===== src/shared/adcc_pkg.sv =====
// Constants and types shared by the converter control block
// What this block does
// - Bus clock gate bit is set after reset; clearing it stops the converter clock.
// - Codes 00000 to 00111 select AD0 to AD7, each with its own pin-control bit.
// - Codes 10000 to 10111 select AD16 to AD23, with no pin-control bit.
// - Reserved codes 11000, 11001, 11100 still convert; the value is unspecified.
// - Code 11010 routes the temperature sensor, code 11011 the bandgap reference.
// - Code 11101 selects high reference, 11110 low reference, 11111 disables.
// - Converter clock comes from bus, bus/2, local async or alternate clock.
// - With hardware trigger selected, each counter match while no conversion is running starts one.
// - The counter-match trigger works even with the counter interrupt off.
// - The counter-match trigger fires in run, wait and stop3.
// - Results are 12-bit SAR values, right-justified as 12, 10 or 8 bits.
// - Single conversion returns to idle; continuous conversion repeats.
// - Optional compare flags results below, or at or above, a programmed value.
// - End of conversion sets a completion flag and, if enabled, an interrupt request.
// - Up to 28 inputs, chosen only by the 5-bit channel select field.
// - Sample time and speed versus power are configurable.
// - Writing control register one aborts, and restarts unless channel is all ones or hardware trigger is selected.
// - All-ones channel switches the SAR off and stops continuous conversion.
// - Completion flag clears on control register one write or low result read.
package adcc_pkg;
   localparam int          ADDR_W         = 6;
   localparam int          RES_BITS       = 12;
   localparam int          NUM_INPUTS     = 28;
   // Register byte offsets
   localparam logic [5:0]  REG_CTRL1      = 6'h00;
   localparam logic [5:0]  REG_CTRL2      = 6'h04;
   localparam logic [5:0]  REG_RES_HI     = 6'h08;
   localparam logic [5:0]  REG_RES_LO     = 6'h0C;
   localparam logic [5:0]  REG_CMP        = 6'h10;
   localparam logic [5:0]  REG_CFG        = 6'h14;
   localparam logic [5:0]  REG_PINCTL     = 6'h18;
   localparam logic [5:0]  REG_CLKGATE    = 6'h1C;
   // Field positions
   localparam int          C1_DONE_BIT    = 7;
   localparam int          C1_IEN_BIT     = 6;
   localparam int          C1_CONT_BIT    = 5;
   localparam int          C2_ACT_BIT     = 7;
   localparam int          C2_HWTRG_BIT   = 6;
   localparam int          C2_CMPEN_BIT   = 5;
   localparam int          C2_CMPGE_BIT   = 4;
   localparam int          CFG_LP_BIT     = 7;
   localparam int          CFG_DIV_LSB    = 5;
   localparam int          CFG_LSMP_BIT   = 4;
   localparam int          CFG_MODE_LSB   = 2;
   localparam int          CFG_SRC_LSB    = 0;
   // Reset values
   localparam logic [4:0]  CHAN_RST       = 5'h1F;
   localparam logic        CLKGATE_RST    = 1'h1;
   localparam logic [7:0]  CFG_RST        = 8'h00;
   // Channel codes
   localparam logic [4:0]  CH_LAST_PIN    = 5'h17;
   localparam logic [4:0]  CH_TEMP        = 5'h1A;
   localparam logic [4:0]  CH_BANDGAP     = 5'h1B;
   localparam logic [4:0]  CH_REFH        = 5'h1D;
   localparam logic [4:0]  CH_REFL        = 5'h1E;
   localparam logic [4:0]  CH_OFF         = 5'h1F;
   // Output formats
   localparam logic [1:0]  MODE_8         = 2'h0;
   localparam logic [1:0]  MODE_12        = 2'h1;
   localparam logic [1:0]  MODE_10        = 2'h2;
   // Converter clock sources
   localparam logic [1:0]  SRC_BUS        = 2'h0;
   localparam logic [1:0]  SRC_BUS_DIV2   = 2'h1;
   localparam logic [1:0]  SRC_LOCAL      = 2'h2;
   localparam logic [1:0]  SRC_ALT        = 2'h3;
   // Timing counts, in converter clock ticks or bus cycles
   localparam logic [4:0]  SAMPLE_SHORT   = 5'h04;
   localparam logic [4:0]  SAMPLE_LONG    = 5'h14;
   localparam logic [2:0]  LOCAL_DIV_LAST = 3'h7;

   typedef enum logic [1:0] {ADCC_IDLE, ADCC_SAMPLE, ADCC_CONVERT} adcc_state_t;
endpackage : adcc_pkg


===== src/adcc_sar_engine.sv =====
// Successive-approximation sequencer: sample phase then one bit on the first converter tick after each code settles
module adcc_sar_engine
   import adcc_pkg::*;
#(
   parameter int RBITS = RES_BITS
) (
   input  wire logic             sys_clk,
   input  wire logic             rst,
   input  wire logic             tick,
   input  wire logic             start,
   input  wire logic             abort,
   input  wire logic             sampleLong,
   input  wire logic             cmpIn,
   output logic                  busy,
   output logic                  sampling,
   output logic                  done,
   output logic [RBITS-1:0]      dacCode,
   output logic [RBITS-1:0]      result
);
   adcc_state_t       state_q, state_d;
   logic [4:0]        cnt_q, cnt_d;
   logic [3:0]        bit_q, bit_d;
   logic [RBITS-1:0]  code_q, code_d, res_q, res_d;
   logic              done_q, done_d;
   logic [RBITS-1:0]  kept;
   logic [1:0]        settle_q, settle_d;
   logic              samp_q, samp_d;

   always_comb begin
      state_d = state_q;
      cnt_d   = cnt_q;
      bit_d   = bit_q;
      code_d  = code_q;
      res_d   = res_q;
      done_d  = 1'b0;
      kept    = cmpIn ? code_q : (code_q & ~(RBITS'(1) << bit_q));
      // A restart overrides an abort in the same cycle
      if (start) begin
         state_d = ADCC_SAMPLE;
         cnt_d   = (sampleLong ? SAMPLE_LONG : SAMPLE_SHORT) - 5'h01;
         code_d  = '0;
      end else if (abort) begin
         state_d = ADCC_IDLE;
      end else begin
         case (state_q)
            ADCC_SAMPLE: begin
               if (tick) begin
                  if (cnt_q == 5'h00) begin
                     state_d = ADCC_CONVERT;
                     bit_d   = 4'(RBITS - 1);
                     code_d  = RBITS'(1) << (RBITS - 1);
                  end else begin
                     cnt_d = cnt_q - 5'h01;
                  end
               end
            end
            ADCC_CONVERT: begin
               if (tick && settle_q[1]) begin
                  if (bit_q == 4'h0) begin
                     state_d = ADCC_IDLE;
                     res_d   = kept;
                     code_d  = kept;
                     done_d  = 1'b1;
                  end else begin
                     bit_d  = bit_q - 4'h1;
                     code_d = kept | (RBITS'(1) << (bit_q - 4'h1));
                  end
               end
            end
            default: state_d = ADCC_IDLE;
         endcase
      end
      // Comparator reaches cmpIn through two sync flops: judge a bit only once it has seen this code
      settle_d = (code_d != code_q) ? 2'h0 : ((settle_q == 2'h3) ? 2'h3 : settle_q + 2'h1);
      samp_d   = (state_d == ADCC_SAMPLE);
   end

   always_ff @(posedge sys_clk) begin
      if (rst) begin
         state_q <= ADCC_IDLE;
         cnt_q   <= 5'h00;
         bit_q   <= 4'h0;
         code_q  <= '0;
         res_q   <= '0;
         done_q  <= 1'b0;
         settle_q <= 2'h0;
         samp_q  <= 1'b0;
      end else begin
         state_q <= state_d;
         cnt_q   <= cnt_d;
         bit_q   <= bit_d;
         code_q  <= code_d;
         res_q   <= res_d;
         done_q  <= done_d;
         settle_q <= settle_d;
         samp_q  <= samp_d;
      end
   end

   assign busy     = (state_q != ADCC_IDLE);
   assign sampling = samp_q;
   assign done     = done_q;
   assign dacCode  = code_q;
   assign result   = res_q;
endmodule : adcc_sar_engine


===== src/adcc_top.sv =====
// Converter control: register slave, clock select, channel routing, triggers, flag and compare
//
// Added by the designer: register access over Avalon-MM and the address map.
module adcc_top
   import adcc_pkg::*;
(
   input  wire logic               sys_clk,
   input  wire logic               rst,
   input  wire logic [ADDR_W-1:0]  avs_address,
   input  wire logic               avs_read,
   input  wire logic               avs_write,
   input  wire logic [31:0]        avs_writedata,
   input  wire logic [3:0]         avs_byteenable,
   output logic [31:0]             avs_readdata,
   output logic                    avs_waitrequest,
   input  wire logic               cmpAsyncIn,
   input  wire logic               altClkIn,
   input  wire logic [15:0]        rtcCountValue,
   input  wire logic [15:0]        rtcMatchValue,
   output logic [NUM_INPUTS-1:0]   chanSel,
   output logic                    refHighSel,
   output logic                    refLowSel,
   output logic                    sarPowerOn,
   output logic [7:0]              pinDigitalOff,
   output logic [RES_BITS-1:0]     dacCode,
   output logic                    sampleHold,
   output logic                    lowPowerMode,
   output logic                    busClkEn,
   output logic                    convIrq
);
   ////////////////////////////////////////////////////////////////////////////////////////////////
   logic [4:0]           chanCode_q, chanCode_d;
   logic                 ien_q, ien_d, cont_q, cont_d, doneFlag_q, doneFlag_d;
   logic                 hwTrig_q, hwTrig_d, cmpEn_q, cmpEn_d, cmpGe_q, cmpGe_d;
   logic [RES_BITS-1:0]  cmpVal_q, cmpVal_d, result_q, result_d;
   logic [7:0]           cfg_q, cfg_d, pinCtrl_q, pinCtrl_d;
   logic                 clkGate_q, clkGate_d, waitReq_q, waitReq_d, irq_q, irq_d;
   logic [31:0]          rdata_q, rdata_d;
   logic                 req, acc, ctrl1Wr, resLoRd, setDone, cmpTrue;
   logic [4:0]           wrChan;
   logic [RES_BITS-1:0]  fmtRes;
   logic                 half_q, half_d, altS1_q, altS2_q, altPrev_q, cmpS1_q, cmpS2_q;
   logic [2:0]           locCnt_q, locCnt_d, preCnt_q, preCnt_d;
   logic                 matchPrev_q, matchNow, matchEvt, srcTick, convTick, engStart;
   logic [2:0]           preMask;
   logic [NUM_INPUTS-1:0] chanSel_q, chanSel_d;
   logic                 refH_q, refH_d, refL_q, refL_d, sarOn_q, sarOn_d;
   logic                 engBusy, engSampling, engDone;
   logic [RES_BITS-1:0]  engRes;
   logic [1:0]           mode, clkSrc, div;

   assign mode   = cfg_q[CFG_MODE_LSB +: 2];
   assign clkSrc = cfg_q[CFG_SRC_LSB +: 2];
   assign div    = cfg_q[CFG_DIV_LSB +: 2];

   ////////////////////////////////////////////////////////////////////////////////////////////////
   // Bus decode: one wait cycle, then a single accept cycle
   assign req     = avs_read | avs_write;
   assign acc     = req & ~waitReq_q;
   assign ctrl1Wr = acc & avs_write & avs_byteenable[0] & (avs_address == REG_CTRL1);
   assign resLoRd = acc & avs_read & (avs_address == REG_RES_LO);
   assign wrChan  = avs_writedata[4:0];

   // Counter match, same clock domain as this block; the counter's own interrupt enable is not consulted
   assign matchNow = (rtcCountValue == rtcMatchValue);
   assign matchEvt = matchNow & ~matchPrev_q;

   assign cmpTrue = cmpGe_q ? (engRes >= cmpVal_q) : (engRes < cmpVal_q);
   assign setDone = engDone & (~cmpEn_q | cmpTrue);

   always_comb begin
      case (mode)
         MODE_10: fmtRes = {2'h0, engRes[RES_BITS-1:2]};
         MODE_8:  fmtRes = {4'h0, engRes[RES_BITS-1:4]};
         default: fmtRes = engRes;
      endcase
   end

   // Starts: software write, counter match, or continuous repeat; all-ones channel blocks all of them
   always_comb begin
      engStart = 1'b0;
      if (clkGate_q) begin
         if (ctrl1Wr) begin
            engStart = (wrChan != CH_OFF) & ~hwTrig_q;
         end else if (chanCode_q != CH_OFF) begin
            engStart = (hwTrig_q & matchEvt & ~engBusy) | (engDone & cont_q);
         end
      end
   end

   always_comb begin
      chanCode_d = chanCode_q;
      ien_d      = ien_q;
      cont_d     = cont_q;
      hwTrig_d   = hwTrig_q;
      cmpEn_d    = cmpEn_q;
      cmpGe_d    = cmpGe_q;
      cmpVal_d   = cmpVal_q;
      cfg_d      = cfg_q;
      pinCtrl_d  = pinCtrl_q;
      clkGate_d  = clkGate_q;
      result_d   = setDone ? fmtRes : result_q;
      waitReq_d  = ~(req & waitReq_q);
      rdata_d    = rdata_q;
      if (acc & avs_write & avs_byteenable[0]) begin
         case (avs_address)
            REG_CTRL1: begin
               chanCode_d = wrChan;
               ien_d      = avs_writedata[C1_IEN_BIT];
               cont_d     = avs_writedata[C1_CONT_BIT];
            end
            REG_CTRL2: begin
               hwTrig_d = avs_writedata[C2_HWTRG_BIT];
               cmpEn_d  = avs_writedata[C2_CMPEN_BIT];
               cmpGe_d  = avs_writedata[C2_CMPGE_BIT];
            end
            REG_CMP:     cmpVal_d[7:0] = avs_writedata[7:0];
            REG_CFG:     cfg_d         = avs_writedata[7:0];
            REG_PINCTL:  pinCtrl_d     = avs_writedata[7:0];
            REG_CLKGATE: clkGate_d     = avs_writedata[0];
            default: ;
         endcase
      end
      if (acc & avs_write & avs_byteenable[1] & (avs_address == REG_CMP)) begin
         cmpVal_d[RES_BITS-1:8] = avs_writedata[RES_BITS-1:8];
      end
      // The flag's set wins over a clear in the same cycle
      if (setDone) begin
         doneFlag_d = 1'b1;
      end else if (ctrl1Wr | resLoRd) begin
         doneFlag_d = 1'b0;
      end else begin
         doneFlag_d = doneFlag_q;
      end
      irq_d = doneFlag_d & ien_d;
      if (req & waitReq_q) begin
         case (avs_address)
            REG_CTRL1:   rdata_d = {24'h0, doneFlag_q, ien_q, cont_q, chanCode_q};
            REG_CTRL2:   rdata_d = {24'h0, engBusy, hwTrig_q, cmpEn_q, cmpGe_q, 4'h0};
            REG_RES_HI:  rdata_d = {28'h0, result_q[RES_BITS-1:8]};
            REG_RES_LO:  rdata_d = {24'h0, result_q[7:0]};
            REG_CMP:     rdata_d = {20'h0, cmpVal_q};
            REG_CFG:     rdata_d = {24'h0, cfg_q};
            REG_PINCTL:  rdata_d = {24'h0, pinCtrl_q};
            REG_CLKGATE: rdata_d = {31'h0, clkGate_q};
            default:     rdata_d = 32'h0;
         endcase
      end
   end

   always_ff @(posedge sys_clk) begin
      if (rst) begin
         chanCode_q  <= CHAN_RST;
         ien_q       <= 1'b0;
         cont_q      <= 1'b0;
         doneFlag_q  <= 1'b0;
         hwTrig_q    <= 1'b0;
         cmpEn_q     <= 1'b0;
         cmpGe_q     <= 1'b0;
         cmpVal_q    <= '0;
         cfg_q       <= CFG_RST;
         pinCtrl_q   <= 8'h00;
         clkGate_q   <= CLKGATE_RST;
         result_q    <= '0;
         waitReq_q   <= 1'b1;
         rdata_q     <= 32'h0;
         irq_q       <= 1'b0;
         matchPrev_q <= 1'b0;
      end else begin
         chanCode_q  <= chanCode_d;
         ien_q       <= ien_d;
         cont_q      <= cont_d;
         doneFlag_q  <= doneFlag_d;
         hwTrig_q    <= hwTrig_d;
         cmpEn_q     <= cmpEn_d;
         cmpGe_q     <= cmpGe_d;
         cmpVal_q    <= cmpVal_d;
         cfg_q       <= cfg_d;
         pinCtrl_q   <= pinCtrl_d;
         clkGate_q   <= clkGate_d;
         result_q    <= result_d;
         waitReq_q   <= waitReq_d;
         rdata_q     <= rdata_d;
         irq_q       <= irq_d;
         matchPrev_q <= matchNow;
      end
   end

   ////////////////////////////////////////////////////////////////////////////////////////////////
   // Converter clock: the local and alternate sources become enables, so the engine stays on sys_clk
   always_comb begin
      half_d   = ~half_q;
      locCnt_d = (locCnt_q == LOCAL_DIV_LAST) ? 3'h0 : locCnt_q + 3'h1;
      case (clkSrc)
         SRC_BUS:      srcTick = 1'b1;
         SRC_BUS_DIV2: srcTick = half_q;
         SRC_LOCAL:    srcTick = (locCnt_q == LOCAL_DIV_LAST);
         SRC_ALT:      srcTick = altS2_q & ~altPrev_q;
         default:      srcTick = 1'b0;
      endcase
      preMask  = 3'((4'h1 << div) - 4'h1);
      preCnt_d = (clkGate_q & srcTick) ? preCnt_q + 3'h1 : preCnt_q;
      // Gate clear freezes the sequencer, which is how the bus clock stop reaches the converter
      convTick = clkGate_q & srcTick & ((preCnt_q & preMask) == preMask);
   end

   always_ff @(posedge sys_clk) begin
      if (rst) begin
         half_q    <= 1'b0;
         locCnt_q  <= 3'h0;
         preCnt_q  <= 3'h0;
         altS1_q   <= 1'b0;
         altS2_q   <= 1'b0;
         altPrev_q <= 1'b0;
         cmpS1_q   <= 1'b0;
         cmpS2_q   <= 1'b0;
      end else begin
         half_q    <= half_d;
         locCnt_q  <= locCnt_d;
         preCnt_q  <= preCnt_d;
         altS1_q   <= altClkIn;
         altS2_q   <= altS1_q;
         altPrev_q <= altS2_q;
         cmpS1_q   <= cmpAsyncIn;
         cmpS2_q   <= cmpS1_q;
      end
   end

   ////////////////////////////////////////////////////////////////////////////////////////////////
   // Channel routing; reserved codes convert with nothing routed, so their value is undefined
   always_comb begin
      chanSel_d = '0;
      if (chanCode_q <= CH_LAST_PIN) begin
         chanSel_d[chanCode_q] = 1'b1;
      end
      if ((chanCode_q == CH_TEMP) | (chanCode_q == CH_BANDGAP)) begin
         chanSel_d[chanCode_q] = 1'b1;
      end
      refH_d  = (chanCode_q == CH_REFH);
      refL_d  = (chanCode_q == CH_REFL);
      sarOn_d = (chanCode_q != CH_OFF);
   end

   always_ff @(posedge sys_clk) begin
      if (rst) begin
         chanSel_q <= '0;
         refH_q    <= 1'b0;
         refL_q    <= 1'b0;
         sarOn_q   <= 1'b0;
      end else begin
         chanSel_q <= chanSel_d;
         refH_q    <= refH_d;
         refL_q    <= refL_d;
         sarOn_q   <= sarOn_d;
      end
   end

   adcc_sar_engine #(.RBITS(RES_BITS)) u_engine (
      .sys_clk    (sys_clk),
      .rst        (rst),
      .tick       (convTick),
      .start      (engStart),
      .abort      (ctrl1Wr),
      .sampleLong (cfg_q[CFG_LSMP_BIT]),
      .cmpIn      (cmpS2_q),
      .busy       (engBusy),
      .sampling   (engSampling),
      .done       (engDone),
      .dacCode    (dacCode),
      .result     (engRes)
   );

   assign avs_readdata    = rdata_q;
   assign avs_waitrequest = waitReq_q;
   assign chanSel         = chanSel_q;
   assign refHighSel      = refH_q;
   assign refLowSel       = refL_q;
   assign sarPowerOn      = sarOn_q;
   assign pinDigitalOff   = pinCtrl_q;
   assign sampleHold      = engSampling;
   assign lowPowerMode    = cfg_q[CFG_LP_BIT];
   assign busClkEn        = clkGate_q;
   assign convIrq         = irq_q;
endmodule : adcc_top


===== config.mk =====
export PLATFORM = sky130hd
export DESIGN_NAME = adcc_top
export DESIGN_NICKNAME = d
export VERILOG_FILES = /design/src/shared/adcc_pkg.sv /design/src/adcc_sar_engine.sv /design/src/adcc_top.sv
export SDC_FILE = /design/constraint.sdc
export NUM_CORES = 1
export LEC_CHECK = 0
export ABC_AREA = 0
export BUFFER_PORTS_ARGS = -buffer_cell sky130_fd_sc_hd__buf_2
export CORE_MARGIN = 2
export CORE_UTILIZATION = 45
export DETAILED_ROUTE_END_ITERATION = 7
export HOLD_SLACK_MARGIN = 0.1
export PLACE_DENSITY = 0.71
export SLEW_MARGIN = 0
export SYNTH_ARGS = -nofsm -noshare
export SYNTH_HDL_FRONTEND = slang
export SYNTH_SLANG_ARGS = --single-unit

===== constraint.sdc =====
create_clock -name sys_clk -period 2.7 [get_ports sys_clk]
set_input_delay 0 -clock sys_clk [delete_from_list [all_inputs] [get_ports sys_clk]]
set_output_delay 0 -clock sys_clk [all_outputs]
set_load 0.02 [all_outputs]

==> results of run 1 <==
==> metal layers <==
layer	vias to the layer above	GRT usage (%)	routed length (um)
li1	3314	-	-
met5	-	0	0
met3	28	3.82	1160
met1	3087	30.2	9050
met4	0	8.15	397
met2	239	36.6	8950
==> through the flow <==
stage	worst slack [ns]	hold slack (ns)	utilization (%)	std cells
2_1_floorplan	0.0718	0.128	-	875
3_3_place_gp	0.0858	0.212	52.6	1197
3_5_place_dp	0.0301	0.225	52.6	1197
4_1_cts	0.0175	0.118	58.0	1252
5_1_grt	0.00321	0.173	58.3	1255
6_report	0.132	0.142	58.3	1255
==> repair_timing <==
action / CTS / global route
resized for setup: 1 / 6
setup buffers: 0 / 3
setup endpoints to repair: 1 / 15
hold endpoints to repair: 66 / 0
hold buffers: 23 / 0
pin swaps: 0 / 7
==> final cells by class <==
type | instances | area [sq um]
inverter | 30 | 113
sequential | 149 | 2990
multi-input combinational | 631 | 3980
clock inverter | 15 | 208
fill | 1416 | 6630
timing repair buffer | 197 | 1270
clock buffer | 17 | 425
tap | 216 | 270
==> flip-flops by register name, indices dropped and copies added (netlist names), 2 cells and up <==
register	count
u_engine.result	12
cfg_q	8
cmpVal_q	12
result_q	12
u_engine.cnt_q	5
preCnt_q	3
chanSel	28
u_engine.dacCode	12
avs_readdata	12
pinDigitalOff	8
u_engine.settle_q	2
locCnt_q	3
u_engine.state_q	2
chanCode_q	5
u_engine.bit_q	4
==> cell usage after synthesis, types with 3 or more instances <==
library cell,count,area (sq um)
sky130_fd_sc_hd__inv_1,30,113
sky130_fd_sc_hd__a31oi_1,4,25.0
sky130_fd_sc_hd__or2_2,6,37.5
sky130_fd_sc_hd__a21boi_0,8,60.1
sky130_fd_sc_hd__nor2b_1,19,119
sky130_fd_sc_hd__and3_1,3,18.8
sky130_fd_sc_hd__xnor2_1,17,149
sky130_fd_sc_hd__o22ai_1,6,37.5
sky130_fd_sc_hd__a21o_1,3,22.5
sky130_fd_sc_hd__a211oi_1,7,52.6
sky130_fd_sc_hd__nor2_1,121,454
sky130_fd_sc_hd__buf_4,21,158
sky130_fd_sc_hd__xor2_1,3,26.3
sky130_fd_sc_hd__ha_1,24,300
sky130_fd_sc_hd__o21ai_0,31,155
sky130_fd_sc_hd__dfxtp_1,149,2980
sky130_fd_sc_hd__nand4_1,8,50.1
sky130_fd_sc_hd__a311oi_1,5,43.8
sky130_fd_sc_hd__nor3b_1,6,45.0
sky130_fd_sc_hd__or3_1,5,31.3
sky130_fd_sc_hd__nand2b_1,18,113
sky130_fd_sc_hd__nor4b_1,4,35.0
sky130_fd_sc_hd__nand2_1,65,244
sky130_fd_sc_hd__nand4b_1,3,26.3
sky130_fd_sc_hd__or4_1,3,22.5
sky130_fd_sc_hd__a22oi_1,6,45.0
sky130_fd_sc_hd__a2bb2oi_1,5,43.8
sky130_fd_sc_hd__a21oi_1,54,270
sky130_fd_sc_hd__mux2i_1,59,591
sky130_fd_sc_hd__nand3_1,28,140
sky130_fd_sc_hd__clkbuf_1,41,154
sky130_fd_sc_hd__nand3b_1,10,75.1
sky130_fd_sc_hd__o21a_1,6,45.0
sky130_fd_sc_hd__nor4_1,4,25.0
sky130_fd_sc_hd__nor3_1,18,90.1
sky130_fd_sc_hd__a221oi_1,14,123
sky130_fd_sc_hd__o31ai_1,3,22.5
sky130_fd_sc_hd__a211o_1,5,43.8
==> worst max-delay path, cell delays in order, from the launching register on <==
cell	delay (ns)
sky130_fd_sc_hd__dfxtp_1	0.33
sky130_fd_sc_hd__or2_0	0.24
sky130_fd_sc_hd__or4_4	0.43
sky130_fd_sc_hd__o41a_1	0.47
sky130_fd_sc_hd__a211o_4	0.30
sky130_fd_sc_hd__a311oi_4	0.26
sky130_fd_sc_hd__buf_6	0.17
sky130_fd_sc_hd__nor2_1	0.04
sky130_fd_sc_hd__a311oi_1	0.22
==> kinds of logic after synthesis <==
| logic type | after synthesis | share of synthesized area (%) |
|---|---|---|
| simple gates | 330 | 21.9 |
| buf+inv | 95 | 5.98 |
| xor+xnor | 20 | 2.40 |
| fa+ha+maj | 24 | 4.11 |
| mux | 59 | 8.08 |
| other cells | 1 | 0.0513 |
| flops | 149 | 40.8 |
| compound gates | 176 | 16.6 |
==> worst min-delay path by stage <==
stage                        start         endpoint  depth (start not counted)
finish              avs_address[5]  avs_readdata[0]                          4
global route        avs_address[4]  avs_readdata[0]                          4
CTS                 avs_address[5]  avs_readdata[0]                          4
detailed placement        altClkIn          altS1_q                          2
global placement          altClkIn          altS1_q                          2
floorplan                 altClkIn          altS1_q                          1
==> power groups by stage <==
stage          clock network, mW  logic (mW)  registers, mW
2_1_floorplan                  0       0.168           2.30
3_3_place_gp                   0       0.262           2.29
3_5_place_dp                   0       0.267           2.29
4_1_cts                     2.56       0.291           2.24
5_1_grt                     2.66       0.321           2.24
6_report                    2.53       0.292           2.24
==> results.txt, run 1 <==
----------------------------------------------------
[Status]
  Result of the run ... finished, final reports clean

[Place]
  IO buf count ... 125
  Area of placed instances ... 0.00835 sq mm
  Final weighted congestion in routability-driven placement ... 0.899
  Half-perimeter wire length after detailed placement ... ~14000 um

[Layout]
  Most frequent cells in the layout ... sky130_fd_sc_hd__dfxtp_1, sky130_fd_sc_hd__buf_2, sky130_fd_sc_hd__nor2_1, sky130_fd_sc_hd__nand2_1, sky130_fd_sc_hd__mux2i_1
  Diode count ... 0
  Fraction of final layout cells sized beyond drive strength 1 ... a little over a fifth
  Layout Area Growth over Synthesis ... 26.7%
  Final cell area excluding filler cells ... 0.00925 sq mm
  Leading cell type in the layout, fill and taps excluded ... sky130_fd_sc_hd__dfxtp_1
  Final Net Count ... about 1100

[Setup path]
  Register-to-register setup slack ... 0.13 ns
  Crit Path Category ... flop to flop
  Max Fanout on Critical Path ... 8
  Arrival time at the worst endpoint ... 2.89 ns
  Beginning of the critical path ... u_engine.cnt_q[0]
  Critical Path Source Type ... flop
  Critical R2R Capture ... u_engine.bit_q[1]
  Worst setup path end ... u_engine.bit_q[1]
  CP endpoint kind ... flop
  Worst R2R Path Depth ... 8
  Reg2Reg Launch Point ... u_engine.cnt_q[0]
  Data required time of the critical path ... 3.02 ns

[STA]
  Slew headroom ... 53.5%
  Transition at the pin with the smallest max-transition slack ... 0.697 ns
  Unrepaired setup endpoints after global routing ... false
  Final total negative setup slack ... 0 ns
  Final min period ... 2.57 ns
  Fraction of the cycle the final worst path needs ... 95.1%
  Setup-violating endpoint count in the final report ... 0
  Fmax ... 0.389 GHz
  Worst setup skew after layout ... ~0.0094 ns
  Number of pins exceeding their max-slew limit in the final report ... 0
  Number of hold-slack violations in the final timing report ... 0

[Drt]
  Remaining number of nets flagged by the antenna check after routing ... 0
  DRC marker count from the first detailed-route iteration ... 533
  Sum of routed wire length over all layers ... 19600 um
  Average detailed-routed wire length per instance ... 15.6 um
  Drt first pass iters ... 5
  Residual DRC count ... 0
  Routed via count ... 6668
  Via-per-instance ratio ... 5.31

[Run]
  Count of maximum capacitance violations ... 0

[Pwr]
  Clock Power Share ... about 50%
  Internal Pwr Total ... just under 4 mW
  Overall power after layout ... about 5.1 mW
  Largest voltage drop on the vdd net ... 0.000425 V
  Switching Power ... 1.22 mW
  Switching part of the total ... 24.2%
  Part of the power in combinational logic ... 5.8%
  Leakage component of the power ... 3.81 nW
  Sequential group share of total power ... 44.2%
  Cell area power density ... 547 mW/mm^2

[Global route]
  Antenna violations before repair ... 0
  Largest net degree at the start of global routing ... 63
  Global-route usage over all layers ... 22.5%
  Vias in the first global route ... 6331
  Wire length of the first global-routing pass ... 31600 um
  Residual overflow from global routing ... 0

[Floorplanning]
  Placeable core region ... 0.0159 sq mm
  Number of primary I/O pins ... between 150 and 200
  Die Height ... 131 um
  Starting Density ... a little under half
  Die footprint ... 0.0173 sq mm
  Horizontal die dimension ... 131 um
  Num rows ... 46

[Clocking]
  Buffer levels on the longest clock path ... 2
  CTS buffer count ... 17
  Clock latency reported for the late side of the worst-skew pair ... about 0.43 ns
  TritonCTS sink count ... 149
  Total number of H-tree levels ... 4
  Clock tree from TritonCTS ... done
  Clock-pin slew on the worst setup and hold paths ... 0.07 ns
  Master cell of the clock root buffer ... sky130_fd_sc_hd__clkbuf_16

[Yosys]
  Synthesized netlist cell count ... 854
  Post-synthesis sequential area ratio ... 40.8%
  Predominant post-synthesis flop cell ... sky130_fd_sc_hd__dfxtp_1
  Async set or reset register ratio after synthesis ... 0%
  Register bit total from synthesis ... 149
  Yosys Warn Count ... 0
  Per-instance average area after synthesis ... about 8.6 sq um
  Post-Syn Area ... 0.00731 sq mm
  Number of enable flip-flop cells after synthesis ... 0
  Synth cell types ... 64

[Min path]
  Worst hold path type ... primary input to flop

----------------------------------------------------
Power figures use the tool's default switching activity.
==> inputs of run 2 (changes only) <==
- CORE_UTILIZATION: 45 -> 49
- PLACE_DENSITY: 0.71 -> 0.76
==> run 2 against run 1 <==
Combinational power is 2% higher. Via count is 2.6% higher. Sequential power hardly changed. Sequential share of layout area is 0.32 points higher. Routed wire length is 2.9% higher. Cell count is 3.0% lower. Hold slack better by 0.047 ns. Non-clock buffer count is 6 lower. Worst setup slack worse by 0.015 ns. Largest power group unchanged. Highest routed layer unchanged.
==> results.txt, run 2 (same netlist as run 1, synthesis figures left out) <==
----------------------------------------------------
[Floorplanning]
  Num rows ... 44 (-4.3%)
  Starting Density ... 50.3% (+4.3 points)
  Die Height ... 126 um (-4.0%)
  Horizontal die dimension ... 126 um (-4.0%)
  Number of primary I/O pins ... 168 (unchanged)
  Die footprint ... 0.0159 sq mm (-7.9%)
  Placeable core region ... 0.0145 sq mm (-8.5%)

[STA]
  Worst setup skew after layout ... 0.00806 ns (-0.00133 ns)
  Final Hold Slack ... 0.188 ns (+0.0467 ns)
  Unrepaired setup endpoints after global routing ... false
  Number of hold-slack violations in the final timing report ... 0 (unchanged)
  Setup-violating endpoint count in the final report ... 0 (unchanged)
  Final min period ... 2.58 ns (+0.0151 ns)
  Fraction of the cycle the final worst path needs ... 95.7% (+0.56 points)
  Slew headroom ... 8.60% (-45 points)
  Fmax ... 0.387 GHz (-0.59%)
  Transition at the pin with the smallest max-transition slack ... 1.36 ns (+0.660 ns)
  Number of pins exceeding their max-slew limit in the final report ... 0 (unchanged)

[Layout]
  Fraction of final layout cells sized beyond drive strength 1 ... 21.5% (-0.45 points)
  Finished Layout Cells ... 1217 (-3.0%)
  Leading cell type in the layout, fill and taps excluded ... sky130_fd_sc_hd__dfxtp_1
  Register Area ... 0.00298 sq mm (about the same)
  Layout Area Growth over Synthesis ... 25.3%
  Area of the multi-input gates ... 0.00400 sq mm (+0.28%)
  Diode count ... 0 (unchanged)
  Final Net Count ... 1124 (-0.53%)
  Most frequent cells in the layout ... sky130_fd_sc_hd__dfxtp_1, sky130_fd_sc_hd__buf_2, sky130_fd_sc_hd__nor2_1, sky130_fd_sc_hd__nand2_1, sky130_fd_sc_hd__mux2i_1
  Final standard cell utilization of the core ... 63.0% (+4.7 points)
  Flip-flop count of the largest register, all copies and words added ... 28 (unchanged)
  Final cell area excluding filler cells ... 0.00916 sq mm (-1.1%)
  Fill cell count ... 1204 (-15%)

[Drt]
  DRC marker count from the first detailed-route iteration ... 668 (+25%)
  Met1 Routed Length ... 8250 um (-8.8%)
  Residual DRC count ... 0 (unchanged)
  Remaining number of nets flagged by the antenna check after routing ... 0 (unchanged)
  Highest routed layer ... met4
  Average detailed-routed wire length per instance ... 16.5 um (+6.1%)
  Sum of routed wire length over all layers ... 20100 um (+2.9%)
  Routed via count ... 6842 (+2.6%)
  Via-per-instance ratio ... 5.62 (+5.8%)
  Metal2 WL ... 9600 um (+7.3%)
  Detail Route met3 WL ... 1650 um (+43%)
  Drt first pass iters ... 5 (unchanged)

[Setup path]
  CP bufs+invs ... 1 (unchanged)
  CP Cell Sequence ... or2_0 > or4_4 > o41a_1 > a211o_4 > a311oi_4 > buf_6 > a21oi_1 > a311oi_1
  Worst R2R Path Depth ... 8 (unchanged)
  Crit Path Category ... flop to flop
  Arrival time at the worst endpoint ... 2.92 ns (+0.03 ns)
  Register-to-register setup slack ... 0.12 ns (-0.02 ns)
  Beginning of the critical path ... u_engine.cnt_q[0]
  Max Fanout on Critical Path ... 8 (unchanged)
  CP endpoint kind ... flop
  Data required time of the critical path ... 3.04 ns (+0.02 ns)
  Cell type of the slowest stage on the worst timing path ... sky130_fd_sc_hd__o41a_1
  Critical R2R Capture ... u_engine.bit_q[3]
  Reg2Reg Launch Point ... u_engine.cnt_q[0]
  Critical Path Source Type ... flop
  Crit path largest cell delay ... 0.45 ns (-0.02 ns)
  CP delay by family, top ... compound AO/OA/AOI/OAI gates

[Global route]
  Antenna violations before repair ... 0 (unchanged)
  Vias in the first global route ... 6293 (-0.60%)
  Wire length of the first global-routing pass ... 31900 um (+0.85%)
  Largest net degree at the start of global routing ... 48 (-24%)
  Global-route usage over all layers ... 24.8% (+2.2 points)
  Residual overflow from global routing ... 0 (unchanged)

[Clocking]
  Clock tree from TritonCTS ... done
  Master cell of the clock root buffer ... sky130_fd_sc_hd__clkbuf_16
  CTS buffer count ... 17 (unchanged)
  TritonCTS sink count ... 149 (unchanged)
  Clock latency reported for the late side of the worst-skew pair ... 0.42 ns (about the same)
  Clock-pin slew on the worst setup and hold paths ... 0.06 ns (about the same)
  Total number of H-tree levels ... 4 (unchanged)
  Buffer levels on the longest clock path ... 2 (unchanged)

[Run]
  Count of maximum capacitance violations ... 0 (unchanged)

[Pwr]
  Leakage component of the power ... 3.76 nW (-1.3%)
  Cell area power density ... 549 mW/mm^2 (+0.36%)
  Largest voltage drop on the vdd net ... 0.000466 V (+9.8%)
  Overall power after layout ... 5.03 mW (-0.71%)

[Place]
  IO buf count ... 125 (unchanged)
  Area of placed instances ... 0.00827 sq mm (-0.99%)
  Total instance count after detailed placement ... 1161 (-3.0%)
  Half-perimeter wire length after detailed placement ... 14400 um (+2.7%)
  Final weighted congestion in routability-driven placement ... 0.977 (+8.7%)

[Min path]
  WHS Path Cells ... 4 (unchanged)
  Worst hold path type ... primary input to flop
  Worst min-delay path startpoint ... avs_address[0]
  Hold worst-path end ... avs_readdata[0]

[Status]
  Result of the run ... finished, final reports clean

----------------------------------------------------
[run 2: cell count changes in the layout (fill, tap and decap cells not counted), sizes merged]
cell         before  now
bufinv            3    4
clkbuf           17   20
buf             174  170
clkinvlp          0    4
dlygate4sd3      23   21
inv              39   31
[run 2: where the power goes]
part	leakage, nW	total (mW)	internal (mW)	switching (mW)
Sequential	1.21	2.24	2.23	0.0150
Clock	0.293	2.49	1.57	0.921
Combinational	2.27	0.298	0.121	0.177
Total	3.76	5.03	3.92	1.11
[run 2: how the worst max path moves through the flow]
stage | endpoint | cells after the start
floorplan | u_engine.bit_q[3] | 9
global placement | u_engine.bit_q[3] | 9
detailed placement | u_engine.bit_q[3] | 9
CTS | u_engine.bit_q[3] | 9
global route | u_engine.settle_q[0] | 10
finish | u_engine.bit_q[3] | 8
[run 2: timing repair]
| action | in CTS | in global routing |
|---|---|---|
| gates resized for setup | 1 | 8 |
| buffers inserted | 0 | 3 |
| endpoints found under the setup margin | 3 | 7 |
| pin swaps | 1 | 5 |
| hold endpoints to repair | 72 | 0 |
| hold buffers | 21 | 0 |
[run 2: cell type report]
cell class | instances | area share, %
Clock inverter | 12 | 1.94
Tap cell | 184 | 2.51
Sequential cell | 149 | 32.6
Clock buffer | 20 | 4.88
Inverter | 30 | 1.23
Timing Repair Buffer | 191 | 13.2
Multi-Input combinational cell | 631 | 43.6
[run 2: per-stage QoR]
| step | worst slack (ns) | TNS, ns |
|---|---|---|
| after floorplan | 0.0718 | 0 |
| after global placement | 0.0622 | 0 |
| after detailed placement | -0.0256 | -0.0256 |
| after CTS | 0.0131 | 0 |
| after global routing | 0.00147 | 0 |
| final | 0.117 | 0 |
[run 2: metal layers]
metal,vias to the layer above,track usage (%)
met2,321,40.7
met4,0,12.0
met3,53,5.10
li1,3294,-
met1,3174,31.1
met5,-,0
[run 2: tightest hold or removal path, stage by stage]
cell,delay [ns]
sky130_fd_sc_hd__buf_2,0.09
sky130_fd_sc_hd__or3_1,0.26
sky130_fd_sc_hd__or3_1,0.16
sky130_fd_sc_hd__a211oi_1,0.05
